$ cat src/include/eps_pkg.sv
/*
  Constants and types shared by the programmer supervisor block.
  Assumes a single 40 MHz clock and a synchronous active-high reset.
*/
package eps_pkg;

  // Voltage limits are compared against the upper 8 bits of each conversion.
  localparam logic [7:0] OFF_MAX       = 8'h01;
  localparam logic [7:0] LV_MIN        = 8'h0E;
  localparam logic [7:0] LV_MAX        = 8'h11;
  localparam logic [7:0] PRE_LV_MIN    = 8'h28;
  localparam logic [7:0] PRE_LV_MAX    = 8'h38;
  localparam logic [7:0] VCC_HV_MIN    = 8'h8E;
  localparam logic [7:0] VCC_HV_MAX    = 8'h9C;
  localparam logic [7:0] VBB_HV_MIN    = 8'hAF;
  localparam logic [7:0] VBB_HV_MAX    = 8'hC3;
  localparam logic [7:0] PRE_HV_MIN    = 8'hD0;
  localparam logic [7:0] PRE_HV_MAX    = 8'hF0;

  localparam int         ADC_W         = 10;
  localparam logic [7:0] LEGACY_PASSES = 8'h0A;
  localparam logic [7:0] PAGE_AUTO_UP  = 8'h00;
  localparam logic [7:0] ERASED_NEW    = 8'hFF;
  localparam logic [7:0] ERASED_OLD    = 8'h00;
  localparam logic [2:0] OVERPROG_MUL  = 3'h4;
  localparam logic [1:0] TYPE_NEWER    = 2'h0;

  typedef enum logic [1:0] {
    EPS_MODE_IDLE,
    EPS_MODE_READ,
    EPS_MODE_PROG,
    EPS_MODE_DONE
  } eps_mode_e;

  typedef enum logic [3:0] {
    EPS_IDLE,
    EPS_READ,
    EPS_CONFIRM,
    EPS_PROG_PASS,
    EPS_PROG_CHECK,
    EPS_OVERPROG,
    EPS_VERIFY,
    EPS_ERR_WAIT,
    EPS_FINISH,
    EPS_PANIC
  } eps_state_e;

  // Classification of one supply against a low/high window.
  typedef enum logic [1:0] {
    EPS_V_OK,
    EPS_V_LOW,
    EPS_V_HIGH
  } eps_vclass_e;

endpackage

$ cat src/rtl/eps_supervisor.sv
/*
  Programmer supervisor: command sequencing for read, program and verify,
  supply supervision, page filtering of downloaded records, upload address
  forming and device type and algorithm selection.
  Assumes commands arrive as one-cycle pulses from a command decoder, the
  socket drivers report pass results, and conversions are always current.
*/
// Notes on behaviour
// - Excessive pre-regulator voltage: panic, abandon operation.
// - Pre-regulator limits follow read or program level.
// - Reading: both supplies near 5 V, else error.
// - Reading: low pre-regulator recoverable, high panics.
// - Programming: supplies near 48 V and 60 V.
// - Programming: high panics, low recoverable error.
// - After every operation, all supplies near zero.
// - Record address: page high byte, offset low.
// - Automatic page taken from first record's page.
// - Reset starts in automatic page mode.
// - Records from other pages are discarded.
// - Report count of accepted records after download.
// - Upload page is selected page, else 00.
// - Type defaults newer; 1 older, 0 newer.
// - Type change resets algorithm: adaptive or ten.
// - Adaptive: count passes P, then add 4P.
// - Count zero adaptive; nonzero exact pass count.
// - Confirm before programming; verify contents afterwards.
// - Blank read fills buffer with type's erased value.
// - Only upper 8 conversion bits are compared.
// - Supply is off at or below 01.
// - High positive supply accepted from 8E to 9C.
module eps_supervisor
  import eps_pkg::*;
(
  input  wire logic             clk_i,
  input  wire logic             srst_i,
  // Configuration commands.
  input  wire logic             page_select_command_i,
  input  wire logic             page_auto_i,
  input  wire logic [7:0]       page_value_i,
  input  wire logic             device_type_command_i,
  input  wire logic             device_type_i,
  input  wire logic             pass_count_command_i,
  input  wire logic [7:0]       pass_count_i,
  // Operation commands.
  input  wire logic             socket_read_command_i,
  input  wire logic             socket_program_command_i,
  input  wire logic             confirm_yes_i,
  input  wire logic             confirm_no_i,
  input  wire logic             err_continue_i,
  input  wire logic             err_abort_i,
  // Download records.
  input  wire logic             download_start_i,
  input  wire logic             record_valid_i,
  input  wire logic [15:0]      record_addr_i,
  input  wire logic             download_end_i,
  // Upload address forming.
  input  wire logic [7:0]       upload_offset_i,
  // Socket driver handshakes.
  input  wire logic             pass_done_i,
  input  wire logic             readback_ok_i,
  input  wire logic             verify_done_i,
  input  wire logic             verify_match_i,
  // Conversion results.
  input  wire logic [ADC_W-1:0] pre_adc_i,
  input  wire logic [ADC_W-1:0] vcc_adc_i,
  input  wire logic [ADC_W-1:0] vbb_adc_i,
  // Outputs.
  output logic                  record_write_o,
  output logic [7:0]            record_offset_o,
  output logic [7:0]            accepted_count_o,
  output logic                  download_report_o,
  output logic [15:0]           upload_addr_o,
  output logic                  device_older_o,
  output logic [7:0]            pass_setting_o,
  output logic [7:0]            erased_value_o,
  output logic                  socket_power_o,
  output logic                  high_voltage_o,
  output logic                  pass_start_o,
  output logic                  verify_start_o,
  output logic                  confirm_request_o,
  output logic                  error_pending_o,
  output logic                  off_error_o,
  output logic                  panic_o,
  output logic                  verify_match_o,
  output logic                  op_done_o,
  output logic                  busy_o
);

  typedef struct packed {
    eps_state_e state;
    logic       page_auto;
    logic       page_known;
    logic [7:0] page;
    logic       older;
    logic [7:0] passes;
    logic [7:0] pass_cnt;
    logic [9:0] over_left;
    logic [7:0] acc_cnt;
    logic       in_download;
    logic       rec_wr;
    logic [7:0] rec_off;
    logic       dl_report;
    logic       power;
    logic       hv;
    logic       pass_go;
    logic       verify_go;
    logic       err;
    logic       waive;
    logic       off_err;
    logic       panic;
    logic       match;
    logic       done;
    eps_state_e resume;
  } eps_s;

  eps_s r;
  eps_s next_r;

  logic [1:0] vmode;
  logic       v_panic;
  logic       v_low;
  logic       v_off;

  always_comb begin
    unique case (r.state)
      EPS_READ:                                vmode = 2'(EPS_MODE_READ);
      EPS_PROG_PASS, EPS_PROG_CHECK,
      EPS_OVERPROG:                            vmode = 2'(EPS_MODE_PROG);
      EPS_FINISH:                              vmode = 2'(EPS_MODE_DONE);
      default:                                 vmode = 2'(EPS_MODE_IDLE);
    endcase
  end

  eps_volt_check u_vchk (
    .mode_i    (vmode),
    .pre_adc_i (pre_adc_i),
    .vcc_adc_i (vcc_adc_i),
    .vbb_adc_i (vbb_adc_i),
    .panic_o   (v_panic),
    .low_err_o (v_low),
    .off_err_o (v_off)
  );

  always_comb begin
    next_r           = r;
    next_r.rec_wr    = 1'b0;
    next_r.dl_report = 1'b0;
    next_r.pass_go   = 1'b0;
    next_r.verify_go = 1'b0;
    next_r.done      = 1'b0;
    if (page_select_command_i) begin
      next_r.page_auto  = page_auto_i;
      next_r.page       = page_value_i;
      next_r.page_known = !page_auto_i;
    end
    if (device_type_command_i) begin
      next_r.older  = device_type_i;
      next_r.passes = device_type_i ? LEGACY_PASSES : 8'h00;
    end
    if (pass_count_command_i) begin
      next_r.passes = pass_count_i;
    end

    // Download filtering; automatic mode relearns the page per file.
    if (download_start_i) begin
      next_r.in_download = 1'b1;
      next_r.acc_cnt     = 8'h00;
      next_r.page_known  = !r.page_auto;
    end
    if (r.in_download && record_valid_i) begin
      if (!r.page_known) begin
        next_r.page       = record_addr_i[15:8];
        next_r.page_known = 1'b1;
        next_r.rec_wr     = 1'b1;
        next_r.rec_off    = record_addr_i[7:0];
        next_r.acc_cnt    = r.acc_cnt + 8'h01;
      end else if (record_addr_i[15:8] == r.page) begin
        next_r.rec_wr  = 1'b1;
        next_r.rec_off = record_addr_i[7:0];
        next_r.acc_cnt = r.acc_cnt + 8'h01;
      end
    end
    if (r.in_download && download_end_i) begin
      next_r.in_download = 1'b0;
      next_r.dl_report   = 1'b1;
    end

    unique case (r.state)
      EPS_IDLE: begin
        if (socket_read_command_i) begin
          next_r.state = EPS_READ;
          next_r.power = 1'b1;
          next_r.err   = 1'b0;
        end else if (socket_program_command_i) begin
          next_r.state = EPS_CONFIRM;
          next_r.match = 1'b0;
        end
      end
      EPS_CONFIRM: begin
        if (confirm_yes_i) begin
          next_r.state    = EPS_PROG_PASS;
          next_r.power    = 1'b1;
          next_r.hv       = 1'b1;
          next_r.pass_cnt = 8'h00;
          next_r.pass_go  = 1'b1;
        end else if (confirm_no_i) begin
          next_r.state = EPS_IDLE;
        end
      end
      EPS_READ: begin
        if (verify_done_i) begin
          next_r.state = EPS_FINISH;
          next_r.power = 1'b0;
        end
      end
      EPS_PROG_PASS: begin
        if (pass_done_i) begin
          next_r.pass_cnt = r.pass_cnt + 8'h01;
          next_r.state    = EPS_PROG_CHECK;
        end
      end
      EPS_PROG_CHECK: begin
        if (r.passes == 8'h00 && readback_ok_i) begin
          // Over-programming runs four times the observed pass count.
          next_r.over_left = {2'b00, r.pass_cnt} * 10'(OVERPROG_MUL);
          next_r.state     = EPS_OVERPROG;
          next_r.pass_go   = 1'b1;
        end else if (r.passes != 8'h00 && r.pass_cnt >= r.passes) begin
          next_r.state     = EPS_VERIFY;
          next_r.hv        = 1'b0;
          next_r.verify_go = 1'b1;
        end else begin
          next_r.state   = EPS_PROG_PASS;
          next_r.pass_go = 1'b1;
        end
      end
      EPS_OVERPROG: begin
        if (pass_done_i) begin
          next_r.over_left = r.over_left - 10'h001;
          if (r.over_left == 10'h001) begin
            next_r.state     = EPS_VERIFY;
            next_r.hv        = 1'b0;
            next_r.verify_go = 1'b1;
          end else begin
            next_r.pass_go = 1'b1;
          end
        end
      end
      EPS_VERIFY: begin
        if (verify_done_i) begin
          next_r.match = verify_match_i;
          next_r.state = EPS_FINISH;
          next_r.power = 1'b0;
        end
      end
      EPS_ERR_WAIT: begin
        if (err_abort_i) begin
          next_r.power = 1'b0;
          next_r.hv    = 1'b0;
          next_r.err   = 1'b0;
          next_r.state = EPS_FINISH;
        end else if (err_continue_i) begin
          next_r.err   = 1'b0;
          next_r.waive = 1'b1;
          next_r.state = r.resume;
        end
      end
      EPS_FINISH: begin
        next_r.off_err = v_off;
        next_r.waive  = 1'b0;
        next_r.done    = 1'b1;
        next_r.state   = EPS_IDLE;
      end
      EPS_PANIC: begin
        next_r.power = 1'b0;
        next_r.hv    = 1'b0;
      end
    endcase

    // Supervision runs in live phases; a continued error waives low readings.
    if (vmode != 2'(EPS_MODE_IDLE) && vmode != 2'(EPS_MODE_DONE)) begin
      if (v_panic) begin
        next_r.state     = EPS_PANIC;
        next_r.panic     = 1'b1;
        next_r.power     = 1'b0;
        next_r.hv        = 1'b0;
        next_r.pass_go   = 1'b0;
        next_r.verify_go = 1'b0;
      end else if (v_low && !r.err && !r.waive) begin
        next_r.err     = 1'b1;
        next_r.resume  = r.state;
        next_r.state   = EPS_ERR_WAIT;
        next_r.pass_go = 1'b0;
      end
    end
    if (r.panic) begin
      next_r.state = EPS_PANIC;
      next_r.power = 1'b0;
      next_r.hv    = 1'b0;
    end
  end

  always_ff @(posedge clk_i) begin
    if (srst_i) begin
      r           <= '0;
      r.state     <= EPS_IDLE;
      r.resume    <= EPS_IDLE;
      r.page_auto <= 1'b1;
      r.older     <= TYPE_NEWER[0];
      r.passes    <= 8'h00;
    end else begin
      r <= next_r;
    end
  end

  assign record_write_o    = r.rec_wr;
  assign record_offset_o   = r.rec_off;
  assign accepted_count_o  = r.acc_cnt;
  assign download_report_o = r.dl_report;
  assign upload_addr_o     = {(r.page_auto ? PAGE_AUTO_UP : r.page),
                              upload_offset_i};
  assign device_older_o    = r.older;
  assign pass_setting_o    = r.passes;
  assign erased_value_o    = r.older ? ERASED_OLD : ERASED_NEW;
  assign socket_power_o    = r.power;
  assign high_voltage_o    = r.hv;
  assign pass_start_o      = r.pass_go;
  assign verify_start_o    = r.verify_go;
  assign confirm_request_o = (r.state == EPS_CONFIRM);
  assign error_pending_o   = r.err;
  assign off_error_o       = r.off_err;
  assign panic_o           = r.panic;
  assign verify_match_o    = r.match;
  assign op_done_o         = r.done;
  assign busy_o            = (r.state != EPS_IDLE) && (r.state != EPS_PANIC);

endmodule

$ cat src/rtl/eps_volt_check.sv
/*
  Voltage supervisor: classifies the three supplies against the limits of
  the active operation phase.
  Assumes the conversion results are held stable by the surrounding logic.
*/
module eps_volt_check
  import eps_pkg::*;
(
  input  wire logic [1:0]       mode_i,
  input  wire logic [ADC_W-1:0] pre_adc_i,
  input  wire logic [ADC_W-1:0] vcc_adc_i,
  input  wire logic [ADC_W-1:0] vbb_adc_i,
  output logic                  panic_o,
  output logic                  low_err_o,
  output logic                  off_err_o
);

  function automatic eps_vclass_e classify(input logic [7:0] v, input logic [7:0] lo,
                                           input logic [7:0] hi);
    if (v > hi) begin
      return EPS_V_HIGH;
    end else if (v < lo) begin
      return EPS_V_LOW;
    end
    return EPS_V_OK;
  endfunction

  logic [7:0]  pre_t;
  logic [7:0]  vcc_t;
  logic [7:0]  vbb_t;
  eps_vclass_e pre_c;
  eps_vclass_e vcc_c;
  eps_vclass_e vbb_c;

  // Only the top byte is used; the converter tolerance makes the rest noise.
  assign pre_t = pre_adc_i[ADC_W-1 -: 8];
  assign vcc_t = vcc_adc_i[ADC_W-1 -: 8];
  assign vbb_t = vbb_adc_i[ADC_W-1 -: 8];

  always_comb begin
    pre_c     = EPS_V_OK;
    vcc_c     = EPS_V_OK;
    vbb_c     = EPS_V_OK;
    panic_o   = 1'b0;
    low_err_o = 1'b0;
    off_err_o = 1'b0;
    unique case (eps_mode_e'(mode_i))
      EPS_MODE_READ: begin
        pre_c = classify(pre_t, PRE_LV_MIN, PRE_LV_MAX);
        vcc_c = classify(vcc_t, LV_MIN, LV_MAX);
        vbb_c = classify(vbb_t, LV_MIN, LV_MAX);
        panic_o   = (pre_c == EPS_V_HIGH);
        low_err_o = (pre_c == EPS_V_LOW) || (vcc_c != EPS_V_OK)
                    || (vbb_c != EPS_V_OK);
      end
      EPS_MODE_PROG: begin
        pre_c = classify(pre_t, PRE_HV_MIN, PRE_HV_MAX);
        vcc_c = classify(vcc_t, VCC_HV_MIN, VCC_HV_MAX);
        vbb_c = classify(vbb_t, VBB_HV_MIN, VBB_HV_MAX);
        panic_o = (pre_c == EPS_V_HIGH) || (vcc_c == EPS_V_HIGH)
                  || (vbb_c == EPS_V_HIGH);
        low_err_o = !panic_o && ((vcc_c == EPS_V_LOW) || (vbb_c == EPS_V_LOW)
                    || (pre_c == EPS_V_LOW));
      end
      EPS_MODE_DONE: begin
        off_err_o = (pre_t > OFF_MAX) || (vcc_t > OFF_MAX)
                    || (vbb_t > OFF_MAX);
      end
      EPS_MODE_IDLE: begin
        panic_o = 1'b0;
      end
    endcase
  end

endmodule

$ cat config.mk
export PLATFORM = sky130hd
export DESIGN_NAME = eps_supervisor
export DESIGN_NICKNAME = d
export VERILOG_FILES = /design/src/include/eps_pkg.sv /design/src/rtl/eps_supervisor.sv /design/src/rtl/eps_volt_check.sv
export SDC_FILE = /design/constraint.sdc
export NUM_CORES = 1
export LEC_CHECK = 0
export CAP_MARGIN = 20
export CORE_AREA = 2 2 86 88
export DETAILED_ROUTE_END_ITERATION = 10
export DIE_AREA = 0 0 88 90
export DONT_BUFFER_PORTS = 1
export PLACE_DENSITY = 0.87
export SETUP_SLACK_MARGIN = 0.1
export SYNTH_ARGS = -nofsm -noshare
export SYNTH_HDL_FRONTEND = slang
export SYNTH_SLANG_ARGS = --single-unit
export TNS_END_PERCENT = 50
$ cat constraint.sdc
create_clock -name clk_i -period 5.6 [get_ports clk_i]
set_input_delay 0 -clock clk_i [delete_from_list [all_inputs] [get_ports clk_i]]
set_output_delay 0 -clock clk_i [all_outputs]
set_load 0.01 [all_outputs]
==> out/summary.md <==
The run finished with clean final reports. The final routed wirelength across all metal layers is 12100 um. The share of flip-flops with an asynchronous set or reset after synthesis was 0%; the data arrival at the endpoint of the critical path was 3790 ps.

For this run, the share of the core covered by cells in the final layout is 72.3%. The tools report the core box area as 7020 um^2. The post-route netlist has 5.47% of its cells at a drive strength greater than 1. The per-instance average area after synthesis is 7.66 um^2, and the antenna cell count is 0. By area the synthesized netlist is led by sky130_fd_sc_hd__dfxtp_1 (32%), sky130_fd_sc_hd__buf_4 (6.4%), sky130_fd_sc_hd__a21oi_1 (5.4%). The logs give 1480 um^2 for the sequential cell area and 69 for the maximum number of pins on one net before global-route repair. The floorplan step defined a die boundary enclosing 7920 um^2. The setup slack on the worst flop-to-flop path was 2080 ps. The clock network is responsible for 27.1% of the overall power.

The run gives 0 ps as the final-layout setup total negative slack. In this run the count of I/O pins placed on the die edge is 152. Walking the worst path, the cells encountered are nand2_1 > or3_1 > o21a_1 > inv_1 > ha_1 > nor3_1 > nand2_1 > a31oi_1 > a32oi_4 > or2_2 > a21oi_1.

The tools report the via count of the first global-routing pass as 4292. The first global-routing pass estimated 20300 um of wire. Combined area of the multi-input logic cells: 2620 um^2. Setup repair after global routing left no endpoint under its margin. The worst clock skew on the final layout is 13.4 ps, and the switching part of the total power is 38.5%. The maximum clock path buffer count came out at 2.

The top cell type by area accounts for 32.3% of the synthesized area. The width of the die is 88 um, and the net switching power figure is 0.623 mW. The final hold violation count is 0, and the final net count is 703. Summing over every cut layer, the via total after detailed routing is 4409.

After clock tree synthesis, the flow added hold-fix buffers numbering 54. The instance area after placement is 4300 um^2, and the starting density of the core is 65.2%. Clock tree synthesis found a total of 74 sinks. Clock-pin slew was measured on the worst setup and hold paths at 80 ps. Once detailed placement completed, the half-perimeter wirelength came to 7700 um. The critical path is of the reg2reg type. The cell type with the highest aggregate area in the netlist was sky130_fd_sc_hd__dfxtp_1.

TritonCTS built the clock tree. The number of enable-type register cells in the synthesized netlist came out at 0. The tool flagged a number of max-cap violations equal to 0. Global routing used 31.1% of the available tracks.

STA puts the critical path data required time at 5870 ps. The tools report the number of DRC markers in iteration 0 as 284. Critical path's most frequent cell: sky130_fd_sc_hd__nand2_1. The port buffer count is 0, and the post-detailed-route DRC marker count is 0. The part of the power in registers came out at 41.1%. The tools report the clock latency on the worst-skew pair as 350 ps. The critical path capture point type was a flip-flop.

Leaving out fill and tap cells, the most frequent cells in the layout are sky130_fd_sc_hd__dfxtp_1 (74), sky130_fd_sc_hd__nor2_1 (65), sky130_fd_sc_hd__nand2_1 (63), sky130_fd_sc_hd__dlygate4sd3_1 (53), sky130_fd_sc_hd__a21oi_1 (49). The internal portion of the total power is 0.996 mW. Yosys mapped the design onto 63 distinct sky130hd cell types. The run gives 1.87 nW as the leakage power figure.

Post-placement cell count: 631. Post-synthesis instance total: 598. Wire segments on met2 add up to 6050 um in the final route. Post-CTS timing repair inserted 0 buffers for setup. Along the worst path, the maximum fanout reaches 27. Startpoint kind of the worst setup timing path: a flip-flop. The detailed-route wire length per cell came out at 17.2 um.

The highest layer touched by signal routing is met4. The largest vdd supply drop was 173 uV; the number of CTS-inserted buffers was 9. The floorplan step set the die height to 90 um. For this design the ratio of total power to cell area is 319 nW/um^2. For the remaining antenna violation count, the log shows 0. The via density per instance was 6.28; the total iterations of the first detailed-routing run was 5. Initial antenna violation count: 0. The number of register bits inferred by synthesis works out to 74.

The worst hold path belongs to the class in2out. After the flow finishes, the layout carries non-filler instances totaling 702. The number of warning messages in the yosys log is 0, and the post-synthesis instance area is 4580 um^2.

The delay of the slowest cell on the worst path is 920 ps, and the register area share after synthesis is 32.3%. The run gives 3 as the maximum level of the CTS H-tree. The run gives 0 as the total count of max-transition violations in the final report.

The most used flip-flop cell after synthesis is sky130_fd_sc_hd__dfxtp_1. Headroom to the max-slew limit came out at 36.8%. The routed metal-1 wire length was 4920 um; the worst-margin pin slew was 939 ps. The tools report the final weighted congestion in routability-driven placement as 0.921. In this run the core area contains 31 standard-cell rows.

Setup violations remaining at the end of the flow were counted as 0. The post-cts sizing count is 0. Highest attainable clock frequency: 284 MHz.

The cell chosen for the clock root is sky130_fd_sc_hd__clkbuf_8. Once layout is done, the placed cells without fillers occupy 5070 um^2. The routed design uses 883 um of met3 wire. The worst path needs 3520 ps of the cycle, external delays included.

Net count of the mapped netlist: 703. Relative to the synthesized area, the layout overhead comes to 10.8%. Dividing the final minimum period by the clock period gives 62.8%. Commonest non-fill, non-tap cell in the layout: sky130_fd_sc_hd__dfxtp_1.

Fill cells in the final layout number 510. The tools report the part of the power in combinational logic as 31.8%. The slowest stage of the critical path belongs to the cell sky130_fd_sc_hd__dfxtp_1. For this run the aggregate overflow at the end of global routing stands at 0.
[flip-flops by register name, indices dropped and copies added, names as in the netlist]
name	count
op_done_o	1
pass_setting_o	8
verify_match_o	1
pass_start_o	1
download_report_o	1
off_error_o	1
device_older_o	1
socket_power_o	1
r	38
high_voltage_o	1
panic_o	1
verify_start_o	1
record_write_o	1
record_offset_o	8
error_pending_o	1
accepted_count_o	8
[power by group through the flow]
stage | registers, mW | logic, mW | clock network [mW]
after detailed placement | 0.673 | 0.454 | 0
after CTS | 0.661 | 0.501 | 0.446
after global routing | 0.672 | 0.564 | 0.469
final | 0.666 | 0.514 | 0.439
after floorplan | 0.605 | 0.455 | 0
after global placement | 0.670 | 0.432 | 0
[cell usage after synthesis, types with 14 or more instances]
master	n
sky130_fd_sc_hd__dfxtp_1	74
sky130_fd_sc_hd__nor2_1	65
sky130_fd_sc_hd__nand2_1	63
sky130_fd_sc_hd__a21oi_1	49
sky130_fd_sc_hd__buf_4	39
sky130_fd_sc_hd__o21ai_0	36
sky130_fd_sc_hd__nand3_1	25
sky130_fd_sc_hd__inv_1	20
sky130_fd_sc_hd__nor3_1	20
sky130_fd_sc_hd__mux2i_1	16
sky130_fd_sc_hd__ha_1	15
sky130_fd_sc_hd__nor2b_1	15
sky130_fd_sc_hd__nand2b_1	14
[final cells by class]
| class | count | share of cell area [%] |
|---|---|---|
| Sequential cell | 74 | 29.2 |
| Tap cell | 99 | 2.44 |
| Clock buffer | 9 | 2.44 |
| Clock inverter | 7 | 1.65 |
| Multi-Input combinational cell | 437 | 51.6 |
| Timing Repair Buffer | 56 | 11.2 |
| Inverter | 20 | 1.48 |
[critical path: cells and delay by family, from the launching register on]
kind            cells  cell delay [ps]
fa+ha+maj           1              260
flops               1              920
buf+inv             1               80
compound gates      4              700
simple gates        5             1500
[kinds of logic (layout without fill, tap and decap cells)]
family	Yosys count	count (layout)	synth area share (%)
multiplexers	17	17	3.74
flip-flops	74	74	32.3
AO/OA/AOI/OAI	143	143	20.0
adder cells (fa/ha/maj)	15	15	4.10
XOR/XNOR	15	15	2.87
AND/OR/NAND/NOR	247	247	26.4
buffers and inverters	87	92	10.5
[per-stage QoR]
stage	total power [mW]	hold WS [ps]	setup slack [ps]
after global placement	1.10	0.0686	2350
after global routing	1.70	0.0287	1820
after floorplan	1.06	91.8	2810
after CTS	1.61	0.0686	2160
after detailed placement	1.13	0.0686	2150
final	1.62	0.00385	2080
[path summary, 6_finish.rpt]
path	to	cells past startpoint	from
setup / recovery	error_pending_o	11	r[70]
hold / removal	upload_addr_o[5]	0	upload_offset_i[5]
setup reg to reg	error_pending_o	11	r[70]
hold reg to reg	r[2]	2	r[2]
[routing by layer]
| layer | up-vias | global-route usage [%] |
|---|---|---|
| li1 | 2082 | - |
| met2 | 221 | 52.1 |
| met1 | 2082 | 40.4 |
| met3 | 24 | 5.23 |
| met4 | 0 | 9.87 |
| met5 | - | 0 |
Power figures use the tool's default switching activity.
